`config.mk`:
```
export PLATFORM = sky130hd
export DESIGN_NAME = sld_top
export DESIGN_NICKNAME = d
export VERILOG_FILES = /design/src/verilog/sld_pkg.sv /design/src/verilog/sld_top.sv /design/src/verilog/sld_pin_sync.sv
export VERILOG_INCLUDE_DIRS = /design/src /design/src/verilog
export SDC_FILE = /design/constraint.sdc
export NUM_CORES = 1
export LEC_CHECK = 0
export CORE_MARGIN = 5
export CORE_UTILIZATION = 55
export CTS_BUF_LIST = sky130_fd_sc_hd__clkbuf_16
export CTS_CLUSTER_DIAMETER = 50
export DETAILED_ROUTE_END_ITERATION = 10
export DONT_BUFFER_PORTS = 1
export GPL_TIMING_DRIVEN = 0
export PLACE_DENSITY = 0.72
export REMOVE_ABC_BUFFERS = 1
export SETUP_SLACK_MARGIN = 0.15
export SYNTH_ARGS = -nofsm -noshare
export SYNTH_HDL_FRONTEND = slang
export SYNTH_SLANG_ARGS = --single-unit
```
`constraint.sdc`:
```
create_clock -name i_core_clk -period 1.95 [get_ports i_core_clk]
set_input_delay 0.2925 -clock i_core_clk [delete_from_list [all_inputs] [get_ports i_core_clk]]
set_output_delay 0.2925 -clock i_core_clk [all_outputs]
set_load 0.1 [all_outputs]
```
`src/verilog/sld_map.svh`:
```
// Register map, field positions, reset values and codes of the signal loss detector.
// Assumes inclusion by bare name from the design files of this block.
`ifndef SLD_MAP_SVH
`define SLD_MAP_SVH

// ----------------------------------------------------------------------------
// Register subaddresses
// ----------------------------------------------------------------------------
`define SLD_OFS_CONTROL_B 8'h09
`define SLD_OFS_LEVEL_DATA 8'h36
`define SLD_OFS_LEVEL_CONTROL 8'h74

// ----------------------------------------------------------------------------
// Field positions
// ----------------------------------------------------------------------------
`define SLD_BIT_POWERDOWN 3
`define SLD_BIT_WRITE_STROBE 4
`define SLD_TGT_MSB 2
`define SLD_TGT_LSB 0

// ----------------------------------------------------------------------------
// Target select codes
// ----------------------------------------------------------------------------
`define SLD_TGT_THRESHOLD 3'h1
`define SLD_TGT_MEASURE 3'h7

// ----------------------------------------------------------------------------
// Reset values
// ----------------------------------------------------------------------------
`define SLD_RST_CONTROL_B 8'h00
`define SLD_RST_LEVEL_DATA 8'h00
`define SLD_RST_LEVEL_CONTROL 8'h00
`define SLD_RST_THRESHOLD 8'h00

// ----------------------------------------------------------------------------
// Threshold coding and serial bus constants
// ----------------------------------------------------------------------------
`define SLD_COARSE_START 8'h40
`define SLD_ADDR_UPPER 6'h20
`define SLD_BITS_PER_BYTE 4'h8
`define SLD_READ_FILL 8'h00

`endif

```
`src/verilog/sld_pkg.sv`:
```
// Types shared by the signal loss detector design files.
// Assumes nothing of its surroundings.
package sld_pkg;

    // ------------------------------------------------------------------------
    // Serial slave states, Gray coded along the usual path
    // ------------------------------------------------------------------------
    typedef enum logic [2:0] {
        SLD_ST_IDLE    = 3'h0,
        SLD_ST_ADDR    = 3'h1,
        SLD_ST_ADR_ACK = 3'h3,
        SLD_ST_RX      = 3'h2,
        SLD_ST_RX_ACK  = 3'h6,
        SLD_ST_TX      = 3'h7,
        SLD_ST_TX_ACK  = 3'h5
    } sld_i2c_state_t;

endpackage

```
`src/verilog/sld_top.sv`:
```
// Signal loss detector control: serial register slave, threshold coding,
// hysteresis on the loss flag, power-down and single-shot level capture.
// Assumes the front end delivers the measured peak-to-peak level in mV,
// already digitised on the core clock, and an open-drain serial bus outside.
//
// Function
// - Flag asserts below threshold, clears only at twice the threshold or in power-down.
// - Loss detection uses absolute level, unaffected by any slice offset.
// - Detector on after reset; power-down bit 3 of control_b disables it.
// - Threshold 0 to 254 mV, loaded via level_data and strobe toggle, target 1.
// - Thresholds 0 to 63 mV use all bits, 1 mV per step.
// - Thresholds 64 to 254 mV force bit zero low, 2 mV steps.
// - Single-shot amplitude measurement triggered by writing 0x7, 0x17, 0x7.
// - Strobe falling during a measurement loads amplitude into level_data.
// - Hardware changes level_data only on strobe low-high-low with target 7.
// - Serial access: device address, subaddress, auto-increment until stop.
`timescale 1ns/1ps
`include "sld_map.svh"

module sld_top (
    // Clock and reset
    input wire logic i_core_clk,
    input wire logic i_rst_n,
    // Serial register bus pins
    input wire logic i_scl,
    input wire logic i_sda,
    output logic o_sda_out,
    output logic o_sda_oe,
    input wire logic i_addr_sel,
    // Analogue front end
    input wire logic [7:0] i_level_mv,
    output logic o_signal_loss_flag,
    output logic o_detector_powerdown
);

    // ------------------------------------------------------------------------
    // Declarations
    // ------------------------------------------------------------------------
    logic scl;
    logic sda;
    logic addr_lsb;
    logic scl_prev_q;
    logic sda_prev_q;
    logic scl_rise, scl_fall;
    logic bus_start, bus_stop;
    sld_pkg::sld_i2c_state_t st_q, st_d;
    logic [3:0] cnt_q, cnt_d;
    logic [7:0] sh_q, sh_d;
    logic [7:0] tx_q, tx_d;
    logic oe_q, oe_d;
    logic [7:0] ptr_q, ptr_d;
    logic sub_q, sub_d;
    logic rw_q, rw_d;
    logic nack_q, nack_d;
    logic wr_en;
    logic [7:0] rdata;
    logic [7:0] ctrl_b_q, ctrl_b_d;
    logic [7:0] ldata_q, ldata_d;
    logic [7:0] lctrl_q, lctrl_d;
    logic [7:0] thr_q, thr_d;
    logic flag_q, flag_d;
    logic strobe_fall;
    logic [2:0] held_tgt;
    logic [7:0] eff_thr;
    logic [8:0] clear_lvl;

    // ------------------------------------------------------------------------
    // Pin synchronisers
    // ------------------------------------------------------------------------
    sld_pin_sync #(.RESET_VAL(1'b1)) u_sync_scl (
        .i_core_clk(i_core_clk),
        .i_rst_n(i_rst_n),
        .i_pin(i_scl),
        .o_level(scl)
    );

    sld_pin_sync #(.RESET_VAL(1'b1)) u_sync_sda (
        .i_core_clk(i_core_clk),
        .i_rst_n(i_rst_n),
        .i_pin(i_sda),
        .o_level(sda)
    );

    sld_pin_sync #(.RESET_VAL(1'b0)) u_sync_addr (
        .i_core_clk(i_core_clk),
        .i_rst_n(i_rst_n),
        .i_pin(i_addr_sel),
        .o_level(addr_lsb)
    );

    // ------------------------------------------------------------------------
    // Bus events from filtered levels
    // ------------------------------------------------------------------------
    assign scl_rise = scl & ~scl_prev_q;
    assign scl_fall = ~scl & scl_prev_q;
    assign bus_start = scl & scl_prev_q & sda_prev_q & ~sda;
    assign bus_stop = scl & scl_prev_q & ~sda_prev_q & sda;

    // ------------------------------------------------------------------------
    // Serial slave next state
    // ------------------------------------------------------------------------
    // address then subaddress
    always_comb begin
        st_d = st_q;
        cnt_d = cnt_q;
        sh_d = sh_q;
        tx_d = tx_q;
        oe_d = oe_q;
        ptr_d = ptr_q;
        sub_d = sub_q;
        rw_d = rw_q;
        nack_d = nack_q;
        wr_en = 1'b0;
        if (bus_stop) begin
            st_d = sld_pkg::SLD_ST_IDLE;
            oe_d = 1'b0;
        end else if (bus_start) begin
            st_d = sld_pkg::SLD_ST_ADDR;
            cnt_d = 4'h0;
            oe_d = 1'b0;
        end else begin
            case (st_q)
                sld_pkg::SLD_ST_ADDR: begin
                    if (scl_rise) begin
                        sh_d = {sh_q[6:0], sda};
                        cnt_d = cnt_q + 4'h1;
                    end else if (scl_fall && cnt_q == `SLD_BITS_PER_BYTE) begin
                        if (sh_q[7:1] == {`SLD_ADDR_UPPER, addr_lsb}) begin
                            st_d = sld_pkg::SLD_ST_ADR_ACK;
                            oe_d = 1'b1;
                            rw_d = sh_q[0];
                        end else begin
                            st_d = sld_pkg::SLD_ST_IDLE;
                        end
                    end
                end
                sld_pkg::SLD_ST_ADR_ACK: begin
                    if (scl_fall) begin
                        cnt_d = 4'h0;
                        if (rw_q) begin
                            st_d = sld_pkg::SLD_ST_TX;
                            tx_d = rdata;
                            oe_d = ~rdata[7];
                        end else begin
                            st_d = sld_pkg::SLD_ST_RX;
                            oe_d = 1'b0;
                            sub_d = 1'b1;
                        end
                    end
                end
                sld_pkg::SLD_ST_RX: begin
                    if (scl_rise) begin
                        sh_d = {sh_q[6:0], sda};
                        cnt_d = cnt_q + 4'h1;
                    end else if (scl_fall && cnt_q == `SLD_BITS_PER_BYTE) begin
                        st_d = sld_pkg::SLD_ST_RX_ACK;
                        oe_d = 1'b1;
                        if (sub_q) begin
                            ptr_d = sh_q;
                            sub_d = 1'b0;
                        end else begin
                            wr_en = 1'b1;
                            ptr_d = ptr_q + 8'h01;
                        end
                    end
                end
                sld_pkg::SLD_ST_RX_ACK: begin
                    if (scl_fall) begin
                        st_d = sld_pkg::SLD_ST_RX;
                        oe_d = 1'b0;
                        cnt_d = 4'h0;
                    end
                end
                sld_pkg::SLD_ST_TX: begin
                    if (scl_rise) begin
                        cnt_d = cnt_q + 4'h1;
                    end else if (scl_fall) begin
                        if (cnt_q == `SLD_BITS_PER_BYTE) begin
                            st_d = sld_pkg::SLD_ST_TX_ACK;
                            oe_d = 1'b0;
                            ptr_d = ptr_q + 8'h01;
                        end else begin
                            tx_d = {tx_q[6:0], 1'b0};
                            oe_d = ~tx_q[6];
                        end
                    end
                end
                sld_pkg::SLD_ST_TX_ACK: begin
                    if (scl_rise) begin
                        nack_d = sda;
                    end else if (scl_fall) begin
                        if (!nack_q) begin
                            st_d = sld_pkg::SLD_ST_TX;
                            cnt_d = 4'h0;
                            tx_d = rdata;
                            oe_d = ~rdata[7];
                        end else begin
                            st_d = sld_pkg::SLD_ST_IDLE;
                        end
                    end
                end
                default: begin
                    st_d = sld_pkg::SLD_ST_IDLE;
                    oe_d = 1'b0;
                end
            endcase
        end
    end

    // Serial slave registers
    always_ff @(posedge i_core_clk) begin
        if (!i_rst_n) begin
            scl_prev_q <= 1'b1;
            sda_prev_q <= 1'b1;
            st_q <= sld_pkg::SLD_ST_IDLE;
            cnt_q <= 4'h0;
            sh_q <= 8'h00;
            tx_q <= 8'h00;
            oe_q <= 1'b0;
            ptr_q <= 8'h00;
            sub_q <= 1'b0;
            rw_q <= 1'b0;
            nack_q <= 1'b0;
        end else begin
            scl_prev_q <= scl;
            sda_prev_q <= sda;
            st_q <= st_d;
            cnt_q <= cnt_d;
            sh_q <= sh_d;
            tx_q <= tx_d;
            oe_q <= oe_d;
            ptr_q <= ptr_d;
            sub_q <= sub_d;
            rw_q <= rw_d;
            nack_q <= nack_d;
        end
    end

    // Open-drain data pin: only ever pulls low
    assign o_sda_out = 1'b0;
    assign o_sda_oe = oe_q;

    // ------------------------------------------------------------------------
    // Register read mux, unmapped subaddresses read as zero
    // ------------------------------------------------------------------------
    always_comb begin
        case (ptr_q)
            `SLD_OFS_CONTROL_B: rdata = ctrl_b_q;
            `SLD_OFS_LEVEL_DATA: rdata = ldata_q;
            `SLD_OFS_LEVEL_CONTROL: rdata = lctrl_q;
            default: rdata = `SLD_READ_FILL;
        endcase
    end

    // ------------------------------------------------------------------------
    // Register file and strobe sequencing
    // ------------------------------------------------------------------------
    // Strobe falls when a write clears a set strobe bit
    assign strobe_fall = wr_en && ptr_q == `SLD_OFS_LEVEL_CONTROL
                         && lctrl_q[`SLD_BIT_WRITE_STROBE] && !sh_q[`SLD_BIT_WRITE_STROBE];
    // Target that stood while the strobe was high
    assign held_tgt = lctrl_q[`SLD_TGT_MSB:`SLD_TGT_LSB];

    always_comb begin
        ctrl_b_d = ctrl_b_q;
        ldata_d = ldata_q;
        lctrl_d = lctrl_q;
        thr_d = thr_q;
        if (wr_en) begin
            case (ptr_q)
                `SLD_OFS_CONTROL_B: ctrl_b_d = sh_q;
                `SLD_OFS_LEVEL_DATA: ldata_d = sh_q;
                `SLD_OFS_LEVEL_CONTROL: lctrl_d = sh_q;
                default: ctrl_b_d = ctrl_b_q;
            endcase
        end
        if (strobe_fall && held_tgt == `SLD_TGT_THRESHOLD) begin
            thr_d = ldata_q;
        end
        if (strobe_fall && held_tgt == `SLD_TGT_MEASURE) begin
            ldata_d = i_level_mv;
        end
    end

    // Register file registers
    always_ff @(posedge i_core_clk) begin
        if (!i_rst_n) begin
            ctrl_b_q <= `SLD_RST_CONTROL_B;
            ldata_q <= `SLD_RST_LEVEL_DATA;
            lctrl_q <= `SLD_RST_LEVEL_CONTROL;
            thr_q <= `SLD_RST_THRESHOLD;
        end else begin
            ctrl_b_q <= ctrl_b_d;
            ldata_q <= ldata_d;
            lctrl_q <= lctrl_d;
            thr_q <= thr_d;
        end
    end

    // ------------------------------------------------------------------------
    // Threshold coding and loss flag hysteresis
    // ------------------------------------------------------------------------
    // two resolution ranges
    assign eff_thr = (thr_q < `SLD_COARSE_START) ? thr_q : {thr_q[7:1], 1'b0};
    assign clear_lvl = {eff_thr, 1'b0};

    always_comb begin
        flag_d = flag_q;
        if (ctrl_b_q[`SLD_BIT_POWERDOWN]) begin
            flag_d = 1'b0;
        end else if (i_level_mv < eff_thr) begin
            flag_d = 1'b1;
        end else if ({1'b0, i_level_mv} >= clear_lvl) begin
            flag_d = 1'b0;
        end
    end

    // Flag register
    always_ff @(posedge i_core_clk) begin
        if (!i_rst_n) begin
            flag_q <= 1'b0;
        end else begin
            flag_q <= flag_d;
        end
    end

    assign o_signal_loss_flag = flag_q;
    assign o_detector_powerdown = ctrl_b_q[`SLD_BIT_POWERDOWN];

endmodule

```
`src/verilog/sld_pin_sync.sv`:
```
// Three-stage pin synchroniser with an agreement filter.
// Assumes an asynchronous pin input and the core clock with synchronous reset.
`timescale 1ns/1ps

module sld_pin_sync #(
    parameter logic RESET_VAL = 1'b1
) (
    // Clock and reset
    input wire logic i_core_clk,
    input wire logic i_rst_n,
    // Pin and filtered level
    input wire logic i_pin,
    output logic o_level
);

    logic s1_q;
    logic s2_q;
    logic s3_q;
    logic lvl_q;
    logic s1_d;
    logic s2_d;
    logic s3_d;
    logic lvl_d;

    // ------------------------------------------------------------------------
    // Next values: a change counts once stages two and three agree
    // ------------------------------------------------------------------------
    always_comb begin
        s1_d = i_pin;
        s2_d = s1_q;
        s3_d = s2_q;
        lvl_d = lvl_q;
        if (s2_q == s3_q) begin
            lvl_d = s3_q;
        end
    end

    // Registers
    always_ff @(posedge i_core_clk) begin
        if (!i_rst_n) begin
            s1_q <= RESET_VAL;
            s2_q <= RESET_VAL;
            s3_q <= RESET_VAL;
            lvl_q <= RESET_VAL;
        end else begin
            s1_q <= s1_d;
            s2_q <= s2_d;
            s3_q <= s3_d;
            lvl_q <= lvl_d;
        end
    end

    assign o_level = lvl_q;

endmodule

```
==> impl_metrics.env <==
export IMPL_status="finished, violations left"
export IMPL_violations="negative setup slack"
export IMPL_final_common_cell="dfxtp_1"
export IMPL_synth_enable_flop_cells=0
export IMPL_gp_congestion=0.873
export IMPL_intPower_mw=2.83
export IMPL_min_period_over_period_pct=102
export IMPL_dr_pass1_iters=5
export IMPL_clock_power_share_pct=52.0
export IMPL_critPathMaxFanout=5
export IMPL_worstPathArrival_ns=2.23
export IMPL_crit_type="flip-flop to flip-flop"
export IMPL_finalSetupViolCount=1
export IMPL_synth_compound_area_share_pct=18.5
export IMPL_cts_tree="done"
export IMPL_synth_top_area_share_pct=37.9
export IMPL_die_h_um=98.2
export IMPL_crit_required_ns=2.20
export IMPL_grt_pass1_vias=3702
export IMPL_combPwrFrac_pct=2.3
export IMPL_finalCriticalPeriod_ns=1.98
export IMPL_synth_area_leaders="dfxtp_1 38%, mux2i_1 9.6%, ha_1 5.8%"
export IMPL_fill_cells=519
export IMPL_die_area_um2=9650
export IMPL_ant_nets=0
export IMPL_route_detailed_drc=0
export IMPL_p_sw_uw=822
export IMPL_ys_flop_type="dfxtp_1"
export IMPL_grt_first_pass_wirelength_mm=18.4
export IMPL_yosysWarnings=0
export IMPL_clk_latency_ns=0.34
export IMPL_drive_above_1_share_pct=29.5
export IMPL_core_um2=7650
export IMPL_drv_cap=0
export IMPL_switching_share_pct=22.5
export IMPL_grtUsageTotal_pct=23.3
export IMPL_post_place_ws_ns=-0.749
export IMPL_clock_sinks=81
export IMPL_ir_drop_uv=791
export IMPL_maxSlewViolCount=0
export IMPL_die_w_um=98.2
export IMPL_root_buffer="clkbuf_16"
export IMPL_htreeDepth=3
export IMPL_row_count=32
export IMPL_synthXorXnorAreaFrac_pct=1.23
export IMPL_hold_path_class="input port to flip-flop"
export IMPL_end_kind="flip-flop"
export IMPL_finClkSkew_ns=0.0175
export IMPL_mostFrequentLayoutCells="64 x dfxtp_1, 53 x nor2_1, 39 x mux2i_1"
export IMPL_start_util_pct=56.0
export IMPL_synth_mux_area_share_pct=10.1
export IMPL_drt_vias_per_instance=6.50
export IMPL_synth_area_um2=4280
export IMPL_grt_max_degree=47
export IMPL_power_density_nw_per_um2=649
export IMPL_ys_ff_latch=81
export IMPL_synth_cells=487
export IMPL_avgSynthCellArea_um2=8.79
export IMPL_synth_top_family_by_area="simple AND/OR/NAND/NOR gates"
export IMPL_rsz0062_at_grt="yes"
export IMPL_postSynth_asyncResetShare_pct=0
export IMPL_post_drt_wl_per_cell_um=20.3
export IMPL_synth_distinct_cells=64
export IMPL_power_mw=3.65
export IMPL_fin_tns_setup_ns=-0.0293
export IMPL_area_growth_pct=31.4
export IMPL_synthAdderAreaFrac_pct=6.08
export IMPL_ys_seq_area_share_pct=37.9
export IMPL_port_buffers=0
export IMPL_p_seq_share_pct=45.7
export IMPL_leakagePower_nw=2.27
export IMPL_cts_inserted_buffers=9
export IMPL_antenna_found_initial=0
export IMPL_vias=4144
export IMPL_max_freq_mhz=505
export IMPL_synthSimpleGateAreaFrac_pct=22.0
export IMPL_grt_overflow=0
export IMPL_ctsHoldBuffers=0
export IMPL_clock_path_buffers=2
export IMPL_final_nets=564
export IMPL_drtIter0Drc=418
export IMPL_n_antenna_cell=0
export IMPL_hold_viol=0
export IMPL_finalWirelength_mm=12.9
export IMPL_place_hpwl_mm=6.57
export IMPL_worst_slack_ns=-0.0293
export IMPL_worstMarginPinSlew_ns=1.14
export IMPL_clk_pin_slew_ns=0.08
export IMPL_slew_limit_headroom_pct=23.9
export IMPL_io_pins=17
export IMPL_startpoint_type="flip-flop"
export IMPL_synth_top_area_cell="dfxtp_1"
[registers in the layout, indices dropped and copies added, names as in the netlist, 3 cells and up]
| name | count |
|---|---|
| tx_q | 7 |
| lctrl_q | 8 |
| ctrl_b_q | 8 |
| sh_q | 8 |
| st_q | 3 |
| cnt_q | 4 |
| ldata_q | 8 |
| ptr_q | 8 |
| thr_q | 8 |
[layout make-up]
type	count	area, um^2	share of cell area (%)
well taps	102	128	2.27
repair buffers	58	566	10.0
inverters	17	66.3	1.18
clock inverters	7	106	1.89
flip-flops and latches	81	1660	29.5
multi-input cells	364	2880	51.1
clock buffers	9	225	4.00
[power by group through the flow]
stage / sequential, mW / combinational (mW) / clock, mW
after floorplan: 1.72 / 0.0556 / 0
after global placement: 1.72 / 0.0699 / 0
after detailed placement: 1.72 / 0.0711 / 0
after CTS: 1.67 / 0.0759 / 1.89
after global routing: 1.67 / 0.0923 / 1.99
final: 1.67 / 0.0828 / 1.90
[timing repair]
item / CTS / global route
setup endpoints to repair: 65 / 65
resized for setup: 48 / 92
cloned: 1 / 3
setup buffers: 32 / 23
pin swaps: 16 / 26
[through the flow]
step | hold slack [ns] | std cells | instance area [um^2] | utilization [%]
global placement | 0.370 | 563 | 4300 | 56.2
floorplan | 0.366 | 461 | 4170 | -
CTS | 0.0259 | 612 | 5090 | 66.6
finish | 0.0268 | 638 | 5630 | 73.6
global route | 0.0228 | 638 | 5630 | 73.6
detailed placement | 0.371 | 563 | 4300 | 56.2
[cells in the mapped netlist (5+ instances only)]
master,instances
a2111oi_0,5
a211oi_1,6
a21o_1,8
a21oi_1,24
a22oi_1,12
a31oi_1,9
and2_1,6
buf_2,6
clkbuf_1,17
dfxtp_1,81
ha_1,20
inv_1,16
mux2i_1,41
nand2_1,28
nand2b_1,15
nand3_1,18
nand3b_1,5
nor2_1,54
nor2b_1,8
o21ai_0,37
xnor2_1,6
[kinds of logic (layout without fill, tap and decap cells)]
family	count (synthesis)	count (layout)
mux	43	43
buf+inv	43	91
other cells	1	1
compound gates	124	124
flops	81	81
simple gates	168	169
fa+ha+maj	21	21
xor+xnor	6	6
[metal layers]
layer,vias to the layer above,part of all wire [%],GRT usage [%]
met2,256,47,38.9
met4,0,5.4,10.1
met5,-,0,0
met1,1953,40,29.3
li1,1851,-,-
met3,84,7.7,4.57
[worst paths after layout]
kind                                         to  slack, ns  cells after the start       startpoint
worst max-delay path                   ptr_q[0]      -0.03                      7          st_q[1]
worst min register to register  u_sync_sda.s2_q       0.41                      1  u_sync_sda.s1_q
worst max register to register         ptr_q[0]      -0.03                      7          st_q[1]
worst min-delay path            u_sync_scl.s2_q       0.03                      1          i_rst_n
[critical path, stage by stage, from the launching register on]
cell and delay, ns:
dfxtp_4 0.40, or3b_4 0.42, buf_6 0.14, a211oi_4 0.29, buf_4 0.18, nand2_1 0.07
mux2_4 0.28, a21oi_1 0.11
Power figures use the tool's default switching activity.
